**config.mk**
```make
export PLATFORM = sky130hd
export DESIGN_NAME = ddr3_cmd_addr_cke_inputs
export DESIGN_NICKNAME = d
export VERILOG_FILES = /design/src/inc/ddr3_cai_pkg.sv /design/src/inc/rank_pwr_if.sv /design/src/rtl/ddr3_cmd_addr_cke_inputs.sv /design/src/rtl/rank_power.sv
export SDC_FILE = /design/constraint.sdc
export NUM_CORES = 1
export LEC_CHECK = 0
export BUFFER_PORTS_ARGS = -buffer_cell sky130_fd_sc_hd__buf_2
export CORE_ASPECT_RATIO = 1.25
export CORE_MARGIN = 1.5
export CORE_UTILIZATION = 30
export CTS_BUF_LIST = sky130_fd_sc_hd__clkbuf_8
export DETAILED_ROUTE_END_ITERATION = 16
export MAX_ROUTING_LAYER = met4
export PLACE_DENSITY_LB_ADDON = 0.08
export SLEW_MARGIN = 25
export SYNTH_ARGS = -nofsm -noshare
export SYNTH_HDL_FRONTEND = slang
export SYNTH_SLANG_ARGS = --single-unit
```
**constraint.sdc**
```tcl
create_clock -name clk -period 4.85 [get_ports clk]
set_input_delay 0.7275 -clock clk [delete_from_list [all_inputs] [get_ports clk]]
set_output_delay 0.7275 -clock clk [all_outputs]
set_load 0.005 [all_outputs]
```
**src/inc/ddr3_cai_pkg.sv**
```systemverilog
// Package with widths, encodings and power states of the DDR3 command input block.
package ddr3_cai_pkg;
  localparam int RANKS = 2;
  localparam int ADDR_W = 15;
  localparam int BANK_W = 3;
  localparam int BANKS = 8;
  localparam int COL_W = 11;
  localparam int MODE_REGS = 4;
  localparam int AP_BIT = 10;
  localparam int BC_BIT = 12;
  localparam int COL_HI_BIT = 11;
  localparam int BL_LSB = 0;
  localparam logic [1:0] BL_FIXED_8 = 2'h0;
  localparam logic [1:0] BL_OTF = 2'h1;
  localparam logic [1:0] BL_FIXED_4 = 2'h2;
  localparam logic [3:0] BEATS_FULL = 4'h8;
  localparam logic [3:0] BEATS_CHOP = 4'h4;
  localparam logic [ADDR_W-1:0] MODE_RESET = 15'h0000;

  // Command code is {row strobe, column strobe, write enable}, active low.
  typedef enum logic [2:0] {
    CMD_MRS = 3'b000,
    CMD_REF = 3'b001,
    CMD_PRE = 3'b010,
    CMD_ACT = 3'b011,
    CMD_WR = 3'b100,
    CMD_RD = 3'b101,
    CMD_ZQ = 3'b110,
    CMD_NOP = 3'b111
  } cmd_t;

  typedef enum logic [1:0] {
    PWR_ACTIVE = 2'b00,
    PWR_PRE_PD = 2'b01,
    PWR_ACT_PD = 2'b10,
    PWR_SELF_REF = 2'b11
  } pwr_t;
endpackage

```
**src/inc/rank_pwr_if.sv**
```systemverilog
// Interface between the command front end and one rank's power state machine.
`timescale 1ns/10ps
interface rank_pwr_if;
  logic cke;
  logic refresh_sel;
  logic banks_idle;
  ddr3_cai_pkg::pwr_t state;
  logic core_en;
  logic cmd_buf_en;
  logic ck_buf_en;
  modport rank (input cke, refresh_sel, banks_idle, output state, core_en, cmd_buf_en, ck_buf_en);
  modport ctrl (output cke, refresh_sel, banks_idle, input state, core_en, cmd_buf_en, ck_buf_en);
endinterface

```
**src/rtl/ddr3_cmd_addr_cke_inputs.sv**
```systemverilog
// Command, address and clock-enable front end of a two-rank DDR3 device.
`timescale 1ns/10ps
module ddr3_cmd_addr_cke_inputs (
  // Clock and reset.
  input wire logic clk,
  input wire logic nrst,
  // Command and address pins.
  input wire logic [1:0] cke,
  input wire logic [1:0] cs_n,
  input wire logic [1:0] odt,
  input wire logic ras_n,
  input wire logic cas_n,
  input wire logic we_n,
  input wire logic [2:0] bank_addr,
  input wire logic [14:0] addr,
  // Decoded command.
  output logic act_pulse,
  output logic read_pulse,
  output logic write_pulse,
  output logic pre_pulse,
  output logic mode_pulse,
  output logic mode_error,
  output logic cmd_rank,
  output logic [2:0] cmd_bank,
  output logic [14:0] row_addr,
  output logic [10:0] col_addr,
  output logic auto_precharge_bit,
  output logic pre_all,
  output logic [3:0] burst_length,
  output logic [1:0] mode_index,
  // Array and mode state.
  output logic [1:0][7:0] open_banks,
  output logic [1:0][3:0][14:0] mode_image,
  output logic [1:0] odt_active,
  // Power state per rank.
  output ddr3_cai_pkg::pwr_t [1:0] pwr_state,
  output logic [1:0] core_en,
  output logic [1:0] cmd_buf_en,
  output logic [1:0] ck_buf_en,
  // Read data strobe.
  output logic dqs_out,
  output logic dqs_oe
);
  // ---------------------------------------------------------------
  // State
  // ---------------------------------------------------------------
  typedef struct packed {
    logic [1:0] cke;
    logic [1:0] cs_n;
    logic [1:0] odt;
    logic ras_n;
    logic cas_n;
    logic we_n;
    logic [2:0] ba;
    logic [14:0] addr;
  } pins_t;

  typedef struct packed {
    pins_t s1;
    pins_t s2;
    logic act;
    logic rd;
    logic wr;
    logic pre;
    logic mrs;
    logic merr;
    logic rank;
    logic [2:0] bank;
    logic [14:0] row;
    logic [10:0] col;
    logic ap;
    logic pall;
    logic [3:0] beats;
    logic [1:0] midx;
    logic [1:0][7:0] open;
    logic [1:0][3:0][14:0] mode;
    logic [1:0] odt_on;
    logic [3:0] dqs_cnt;
    logic dqs;
    logic dqs_oe;
  } core_t;

  core_t q_reg;
  core_t q_next;
  pins_t pins;
  ddr3_cai_pkg::cmd_t cmd;
  logic [1:0] hit;

  // Burst length from mode register zero and the chop address bit.
  function automatic logic [3:0] burst_of(input logic [1:0] field, input logic chop_n);
    if (field == ddr3_cai_pkg::BL_OTF) begin
      burst_of = chop_n ? ddr3_cai_pkg::BEATS_FULL : ddr3_cai_pkg::BEATS_CHOP;
    end else if (field == ddr3_cai_pkg::BL_FIXED_4) begin
      burst_of = ddr3_cai_pkg::BEATS_CHOP;
    end else begin
      burst_of = ddr3_cai_pkg::BEATS_FULL;
    end
  endfunction

  // ---------------------------------------------------------------
  // Pin capture and command decode
  // ---------------------------------------------------------------
  // Gather the pins into one word for the synchroniser.
  assign pins = '{cke: cke, cs_n: cs_n, odt: odt, ras_n: ras_n, cas_n: cas_n, we_n: we_n,
                  ba: bank_addr, addr: addr};

  // Command code from the second synchroniser stage.
  assign cmd = ddr3_cai_pkg::cmd_t'({q_reg.s2.ras_n, q_reg.s2.cas_n, q_reg.s2.we_n});

  // A rank takes a command only when selected, enabled and awake.
  assign hit = ~q_reg.s2.cs_n & q_reg.s2.cke & cmd_buf_en;

  // ---------------------------------------------------------------
  // Per-rank power state machines
  // ---------------------------------------------------------------
  for (genvar gi = 0; gi < ddr3_cai_pkg::RANKS; gi++) begin : g_rank
    rank_pwr_if pif ();
    rank_power u_power (
      .clk(clk),
      .nrst(nrst),
      .p(pif.rank)
    );
    // Enable and bank state feed the rank; its registered state comes back.
    assign pif.cke = q_reg.s2.cke[gi];
    assign pif.refresh_sel = !q_reg.s2.cs_n[gi] && (cmd == ddr3_cai_pkg::CMD_REF);
    assign pif.banks_idle = ~|q_reg.open[gi];
    assign pwr_state[gi] = pif.state;
    assign core_en[gi] = pif.core_en;
    assign cmd_buf_en[gi] = pif.cmd_buf_en;
    assign ck_buf_en[gi] = pif.ck_buf_en;
  end

  // ---------------------------------------------------------------
  // Next state
  // ---------------------------------------------------------------
  // Decode the sampled command, update banks and mode registers, run the strobe.
  always_comb begin
    logic r;
    logic [2:0] b;
    r = !hit[0];
    b = q_reg.s2.ba;
    q_next = q_reg;
    q_next.s1 = pins;
    q_next.s2 = q_reg.s1;
    q_next.act = 1'b0;
    q_next.rd = 1'b0;
    q_next.wr = 1'b0;
    q_next.pre = 1'b0;
    q_next.mrs = 1'b0;
    q_next.merr = 1'b0;
    for (int i = 0; i < ddr3_cai_pkg::RANKS; i++) begin
      if (hit[i]) begin
        unique case (cmd)
          ddr3_cai_pkg::CMD_ACT: begin
            q_next.open[i][b] = 1'b1;
          end
          ddr3_cai_pkg::CMD_RD, ddr3_cai_pkg::CMD_WR: begin
            if (q_reg.s2.addr[ddr3_cai_pkg::AP_BIT]) begin
              q_next.open[i][b] = 1'b0;
            end
          end
          ddr3_cai_pkg::CMD_PRE: begin
            if (q_reg.s2.addr[ddr3_cai_pkg::AP_BIT]) begin
              q_next.open[i] = '0;
            end else begin
              q_next.open[i][b] = 1'b0;
            end
          end
          ddr3_cai_pkg::CMD_MRS: begin
            if (!b[2]) begin
              q_next.mode[i][b[1:0]] = q_reg.s2.addr;
            end
          end
          ddr3_cai_pkg::CMD_REF, ddr3_cai_pkg::CMD_ZQ, ddr3_cai_pkg::CMD_NOP: begin
          end
        endcase
      end
      // Termination input is heard unless the rank sleeps in self refresh.
      q_next.odt_on[i] = q_reg.s2.odt[i] && ck_buf_en[i];
    end
    // Report the lowest selected rank's command.
    if (|hit) begin
      q_next.rank = r;
      q_next.bank = b;
      q_next.act = (cmd == ddr3_cai_pkg::CMD_ACT);
      q_next.rd = (cmd == ddr3_cai_pkg::CMD_RD);
      q_next.wr = (cmd == ddr3_cai_pkg::CMD_WR);
      q_next.pre = (cmd == ddr3_cai_pkg::CMD_PRE);
      q_next.mrs = (cmd == ddr3_cai_pkg::CMD_MRS) && !b[2];
      q_next.merr = (cmd == ddr3_cai_pkg::CMD_MRS) && b[2];
      if (cmd == ddr3_cai_pkg::CMD_ACT) begin
        q_next.row = q_reg.s2.addr;
      end
      if (cmd == ddr3_cai_pkg::CMD_RD || cmd == ddr3_cai_pkg::CMD_WR) begin
        q_next.col = {q_reg.s2.addr[ddr3_cai_pkg::COL_HI_BIT], q_reg.s2.addr[9:0]};
        q_next.ap = q_reg.s2.addr[ddr3_cai_pkg::AP_BIT];
        q_next.beats = burst_of(q_reg.mode[r][0][ddr3_cai_pkg::BL_LSB +: 2],
                                q_reg.s2.addr[ddr3_cai_pkg::BC_BIT]);
      end
      if (cmd == ddr3_cai_pkg::CMD_PRE) begin
        q_next.pall = q_reg.s2.addr[ddr3_cai_pkg::AP_BIT];
      end
      if (cmd == ddr3_cai_pkg::CMD_MRS) begin
        q_next.midx = b[1:0];
      end
    end
    // Strobe toggles on each rising clock edge, one edge per beat of the burst.
    q_next.dqs_oe = (q_reg.dqs_cnt != 4'h0);
    if (q_reg.dqs_cnt != 4'h0) begin
      q_next.dqs = !q_reg.dqs;
      q_next.dqs_cnt = q_reg.dqs_cnt - 4'h1;
    end
    if (q_next.rd) begin
      q_next.dqs_cnt = q_next.beats;
    end
  end

  // Single state register.
  always_ff @(posedge clk) begin
    if (!nrst) begin
      q_reg <= '0;
      q_reg.mode <= {(ddr3_cai_pkg::RANKS * ddr3_cai_pkg::MODE_REGS){ddr3_cai_pkg::MODE_RESET}};
    end else begin
      q_reg <= q_next;
    end
  end

  // ---------------------------------------------------------------
  // Outputs
  // ---------------------------------------------------------------
  assign act_pulse = q_reg.act;
  assign read_pulse = q_reg.rd;
  assign write_pulse = q_reg.wr;
  assign pre_pulse = q_reg.pre;
  assign mode_pulse = q_reg.mrs;
  assign mode_error = q_reg.merr;
  assign cmd_rank = q_reg.rank;
  assign cmd_bank = q_reg.bank;
  assign row_addr = q_reg.row;
  assign col_addr = q_reg.col;
  assign auto_precharge_bit = q_reg.ap;
  assign pre_all = q_reg.pall;
  assign burst_length = q_reg.beats;
  assign mode_index = q_reg.midx;
  assign open_banks = q_reg.open;
  assign mode_image = q_reg.mode;
  assign odt_active = q_reg.odt_on;
  assign dqs_out = q_reg.dqs;
  assign dqs_oe = q_reg.dqs_oe;

  a_act_row_bank: assert property (@(posedge clk) disable iff (!nrst)
    (|hit && cmd == ddr3_cai_pkg::CMD_ACT)
    |=> act_pulse && row_addr == $past(q_reg.s2.addr) && open_banks[cmd_rank][cmd_bank])
    else $error("ACTIVATE row or bank not taken.");
  a_ap_flag: assert property (@(posedge clk) disable iff (!nrst)
    (read_pulse || write_pulse) |-> auto_precharge_bit == $past(q_reg.s2.addr[10]))
    else $error("Auto-precharge flag wrong.");
  a_pre_all_close: assert property (@(posedge clk) disable iff (!nrst)
    (pre_pulse && pre_all) |-> open_banks[cmd_rank] == 8'h00)
    else $error("Precharge all left a bank open.");
  a_chop_beats: assert property (@(posedge clk) disable iff (!nrst)
    (read_pulse && mode_image[cmd_rank][0][1:0] == ddr3_cai_pkg::BL_OTF)
    |-> burst_length == ($past(q_reg.s2.addr[12]) ? 4'h8 : 4'h4))
    else $error("Chop bit did not set burst length.");
  a_mode_load: assert property (@(posedge clk) disable iff (!nrst)
    mode_pulse |-> mode_image[cmd_rank][mode_index] == $past(q_reg.s2.addr))
    else $error("Mode register not loaded.");
  a_masked_cs: assert property (@(posedge clk) disable iff (!nrst)
    (q_reg.s2.cs_n == 2'h3) |=> !(act_pulse || read_pulse || write_pulse || pre_pulse))
    else $error("Command taken with chip select high.");
endmodule

```
**src/rtl/rank_power.sv**
```systemverilog
// Power-down and self-refresh state machine of one rank, with buffer enables.
`timescale 1ns/10ps
module rank_power (
  // Clock and reset.
  input wire logic clk,
  input wire logic nrst,
  // Link to the front end.
  rank_pwr_if.rank p
);
  typedef struct packed {
    ddr3_cai_pkg::pwr_t state;
    logic core_en;
    logic cmd_buf_en;
    logic ck_buf_en;
  } pwr_state_t;

  pwr_state_t st_reg;
  pwr_state_t st_next;

  // Next state from the synchronised clock enable and the bank state.
  always_comb begin
    st_next = st_reg;
    unique case (st_reg.state)
      ddr3_cai_pkg::PWR_ACTIVE: begin
        if (!p.cke) begin
          if (p.banks_idle && p.refresh_sel) begin
            st_next.state = ddr3_cai_pkg::PWR_SELF_REF;
          end else if (p.banks_idle) begin
            st_next.state = ddr3_cai_pkg::PWR_PRE_PD;
          end else begin
            st_next.state = ddr3_cai_pkg::PWR_ACT_PD;
          end
        end
      end
      ddr3_cai_pkg::PWR_PRE_PD, ddr3_cai_pkg::PWR_ACT_PD: begin
        if (p.cke) begin
          st_next.state = ddr3_cai_pkg::PWR_ACTIVE;
        end
      end
      ddr3_cai_pkg::PWR_SELF_REF: begin
        // Exit rides on the enable level only; no command sampling is involved.
        if (p.cke) begin
          st_next.state = ddr3_cai_pkg::PWR_ACTIVE;
        end
      end
    endcase
    st_next.core_en = (st_next.state == ddr3_cai_pkg::PWR_ACTIVE);
    st_next.cmd_buf_en = (st_next.state == ddr3_cai_pkg::PWR_ACTIVE);
    st_next.ck_buf_en = (st_next.state != ddr3_cai_pkg::PWR_SELF_REF);
  end

  // State register; every rank wakes fully enabled.
  always_ff @(posedge clk) begin
    if (!nrst) begin
      st_reg <= '{state: ddr3_cai_pkg::PWR_ACTIVE, core_en: 1'b1, cmd_buf_en: 1'b1,
                  ck_buf_en: 1'b1};
    end else begin
      st_reg <= st_next;
    end
  end

  // Registered values out to the front end.
  assign p.state = st_reg.state;
  assign p.core_en = st_reg.core_en;
  assign p.cmd_buf_en = st_reg.cmd_buf_en;
  assign p.ck_buf_en = st_reg.ck_buf_en;

  a_sr_exit_wake: assert property (@(posedge clk) disable iff (!nrst)
    (st_reg.state == ddr3_cai_pkg::PWR_SELF_REF && p.cke)
    |=> (st_reg.state == ddr3_cai_pkg::PWR_ACTIVE) && st_reg.core_en)
    else $error("Self refresh did not exit on clock enable high.");
  a_active_pd_entry: assert property (@(posedge clk) disable iff (!nrst)
    (st_reg.state == ddr3_cai_pkg::PWR_ACTIVE && !p.cke && !p.banks_idle)
    |=> (st_reg.state == ddr3_cai_pkg::PWR_ACT_PD) && !st_reg.core_en)
    else $error("Open bank did not lead to active power-down.");
  a_sr_buffers_off: assert property (@(posedge clk) disable iff (!nrst)
    (st_reg.state == ddr3_cai_pkg::PWR_SELF_REF) |-> !p.ck_buf_en && !p.cmd_buf_en)
    else $error("Buffers alive during self refresh.");
  a_pd_clock_alive: assert property (@(posedge clk) disable iff (!nrst)
    (st_reg.state inside {ddr3_cai_pkg::PWR_PRE_PD, ddr3_cai_pkg::PWR_ACT_PD})
    |-> p.ck_buf_en && !p.cmd_buf_en)
    else $error("Wrong buffer set during power-down.");
endmodule

```
* After elaboration in Yosys (flattened, before gate mapping)
Cells that the tools add are included.
Storage, ports and cells: bits in registers 250, output and inout bits 194, logic and storage cells 157
Operators by class: $add $sub $neg 1, $lt $le $gt $ge 5, equality and inequality tests 16, multiplexer cells 35, bitwise operators 9, reduce and logical (&&, ||, !) cells 41
Operators by type and width (number):
- $bwmux 60 | 2
- $pmux 8 s3 | 2
- $mux 43 | 1
- $mux 8 | 4
- $demux 15 s2 | 1
- $mux 15 | 2
- $mux 2 | 11
- $mux 4 | 5
- $and 8x8->8 | 2
- $or 8x8->8 | 2
- $reduce_or 8->1 | 2
- $mux 12 | 1
- $reduce_and 3->1 | 4
- $eq 2x2->1 const B | 5
- $logic_and 1x1->1 | 10
- $reduce_and 2->1 | 5
- $logic_not 2->1 | 4
- $not 8->8 | 1
- $pmux 2 s2 | 2
- $logic_not 1->1 | 7
- $eq 2x1->1 const B | 3
- $eq 3x2->1 const B | 2
- $eq 3x3->1 const B | 2
- $ne 2x2->1 const B | 3
- 20 further kinds | 24

* Logic depth before layout (Yosys ltp)
depth in word-level cells 12, mapped depth 6

* Modules after synthesis
From an unflattened synthesis, not the netlist that was laid out.
Unflattened totals: cells, all modules 1039, area total of the unflattened synthesis 10074.7 µm²
Modules (own cells, without submodules):
- ddr3_cmd_addr_cke_inputs | instances 1, cells each 1009, area each 9779.4 µm²
- rank_power | instances 2, cells each 15, area each 147.6 µm²

* Worst setup path before layout
OpenSTA, ideal clock, no wires.
path type input port to flip-flop, from in nrst, to reg q_reg[2] in the netlist's numbering, setup time 78 ps, data arrival time 1731 ps, data required time 4772 ps, setup slack 3041 ps, stages on the path 5, buffers on the path 3, cell sequence clkbuf_1 -> clkbuf_1 -> clkbuf_1 -> o21ai_0 -> nor3_1
RTL lines:
- start, declared | line ddr3_cmd_addr_cke_inputs.sv:6 | input wire logic nrst,
- end signal, assigned | line ddr3_cmd_addr_cke_inputs.sv:224 | q_reg <= q_next;
- end, declared | line ddr3_cmd_addr_cke_inputs.sv:83 | core_t q_reg;

* Final worst setup path
from reg q_reg[205] in the netlist's numbering, to reg q_reg, in the netlist mode_image[55]
Between the ends: cells in the longest elaborated chain, start to end 2
RTL lines:
- $not 1->1 (no line)
- $reduce_and 3->1 (no line)
Every way passes these cells. A chain may end at the register's enable or synchronous reset.

==> results.cfg <==
[synthesis]
yosysWarnings = 0
synth.avg_cell_area_um2 = 9.48
async_flop_share = 0
synth_edf_count = 0
synth_flop_cell = dfxtp_1
synth_nets = 1095
ys_seq_elements = 250
synthCells = 1066
synth_cell_type_count = 47
yosysSeqAreaShare = 0.495
netlist_area_um2 = 10100

[floorplanning]
core_um2 = 33000
die_h_um = 208
placement_rows = 74
io_pins = 223
dieArea_um2 = 34800
initial_core_util = 0.306
fp.dieW_um = 167

[timing]
tightest_slew_ns = 0.938
relSlewSlack = 0.370
layout_min_cycle_time_ns = 2.21
max_freq_mhz = 453
finalCritPeriodShare = 0.455
rsz0062_at_grt = no
clock_skew_ns = 0.0156
hold_slack_ns = 0.374
setup_viol = 0
setup_tns_ns = 0
slew_violations = 0
finalHoldViolations = 0

[cells_and_area]
diodes = 0
utilization = 0.337
fill_cells = 3450
drive_gt1_frac = 0.281
nets = 1129
syn2layout_area_growth_pct = 10.0
largest_register_ffs = 120

[critical_path]
crit_type = reg -> reg
cp_slowest_cell = or4_4
crit_path_max_fanout = 18
cp-end-kind = flop
crit_buf_inv = 1
cp-start-kind = flop
required_ns = 5.34
worstPathCellList = or4_4 -> nor3_4 -> buf_6 -> nand3_1 -> o21ai_1
cpPeakStageDelay_ns = 0.69
crit_family = simple AND/OR/NAND/NOR gates
cp.arrival_ns = 2.69

[hold_path]
hold_class = in -> reg

[clock_tree]
ctsResizeCount = 0
clkTransAtPathRegs_ns = 0.06
postCtsSetupBuffers = 0
holdBufCountCts = 0
cts_root_buf = clkbuf_8
cts_buffers = 44
clock_latency_ns = 0.55
cts_tree = yes
htreeDepth = 2
cts_sinks = 250
clk_path_buf_depth = 3

[status]
status = complete, no violations

[placed_design]
dp_hpwl_mm = 19.0
io_buffers = 222
gp_congestion = 0.706

[detailed_routing]
via_count = 6865
drtIter0Drc = 429
wl_mm = 27.4
dr.pass1.iters = 4
drc = 0
ant_nets = 0
post_drt_wl_per_cell_um = 17.7
vias_per_cell = 4.43

[grt]
overflow = 0
track_usage = 0.160
grt_pass1_vias = 6728
antenna_found_initial = 0
grt_max_degree = 107
grt_pass1_wl_mm = 41.4

[pwr]
ir_worst_vdd_mv = 0.177
p_per_area_nw_per_um2 = 378
p_leak_uw = 0.00519

[flow_run]
cap_viol_max_count = 0
-- layout make-up --
class | count | area, um^2 | share of cell area
tap | 418 | 523 | 0.0471
clock inverter | 17 | 83.8 | 0.00754
multi-input combinational | 570 | 3480 | 0.314
timing repair buffer | 231 | 1190 | 0.108
inverter | 3 | 11.3 | 0.00101
clock buffer | 59 | 812 | 0.0731
sequential | 250 | 5000 | 0.450
-- layout by cell type (no fill, tap or decap), drive strengths merged, types with 10 or more instances in the layout --
| cell | count |
|---|---|
| o21ai | 68 |
| clkbuf | 60 |
| dfxtp | 250 |
| a21boi | 17 |
| buf | 230 |
| nand3 | 66 |
| o311a | 16 |
| nand2 | 146 |
| nor2b | 27 |
| mux2i | 78 |
| nor3 | 14 |
| nor2 | 16 |
| and2 | 56 |
| clkinv | 10 |
-- path summary, 6_finish.rpt --
kind,from,to,slack (ns),cells after the start
worst max-delay path,q_reg[205],mode_image[55],2.64,5
worst min-delay path,addr[3],q_next[191],0.37,2
worst min register to register,q_next[204],q_reg[204],0.43,1
worst max register to register,q_reg[205],mode_image[55],2.64,5
-- cells by family (layout without fill, tap and decap cells) --
| family | count (synthesis) | count (layout) | share of synthesized area |
|---|---|---|---|
| simple gates | 353 | 353 | 0.175 |
| compound gates | 138 | 138 | 0.0889 |
| xor+xnor | 1 | 1 | 0.000867 |
| mux | 78 | 78 | 0.0773 |
| buf+inv | 246 | 310 | 0.163 |
| flops | 250 | 250 | 0.495 |
-- where the power goes --
| part | switching (uW) | internal (uW) | total [uW] |
|---|---|---|---|
| sequential | 25.5 | 2080 | 2110 |
| combinational | 88.0 | 45.8 | 134 |
| clock | 878 | 1080 | 1960 |
| total | 992 | 3210 | 4200 |
-- per-layer routing --
metal  share of wire  vias up  GRT usage
li1                -     3462          -
met1            0.44     3157      0.196
met2            0.49      207      0.261
met3           0.059       39     0.0377
met4           0.013        0     0.0488
met5               0        -          -
-- cell usage after synthesis (6+ instances only) --
cell type,n,area share
a21boi_0,16,0.012
a21o_1,8,0.0059
a21oi_1,8,0.0040
and2_1,56,0.035
and3_1,6,0.0037
buf_2,11,0.0054
buf_4,180,0.13
clkbuf_1,45,0.017
dfxtp_1,250,0.50
mux2i_1,78,0.077
nand2_1,142,0.053
nand3_1,66,0.033
nor2_1,14,0.0052
nor2b_1,27,0.017
nor3_1,12,0.0059
o21ai_0,35,0.017
o21ai_1,33,0.016
o21bai_1,8,0.0059
o311a_1,16,0.016
-- stage by stage --
stage	power, uW	worst slack [ns]	area (um^2)	instances
after floorplan	2240	3.04	10100	1066
after detailed placement	2290	2.38	10200	1470
after global routing	4390	2.40	11100	1548
final	4200	2.64	11100	1548
after CTS	4290	2.38	11100	1546
after global placement	2290	2.43	10200	1470
No activity file was read; power rests on OpenSTA's default activity.
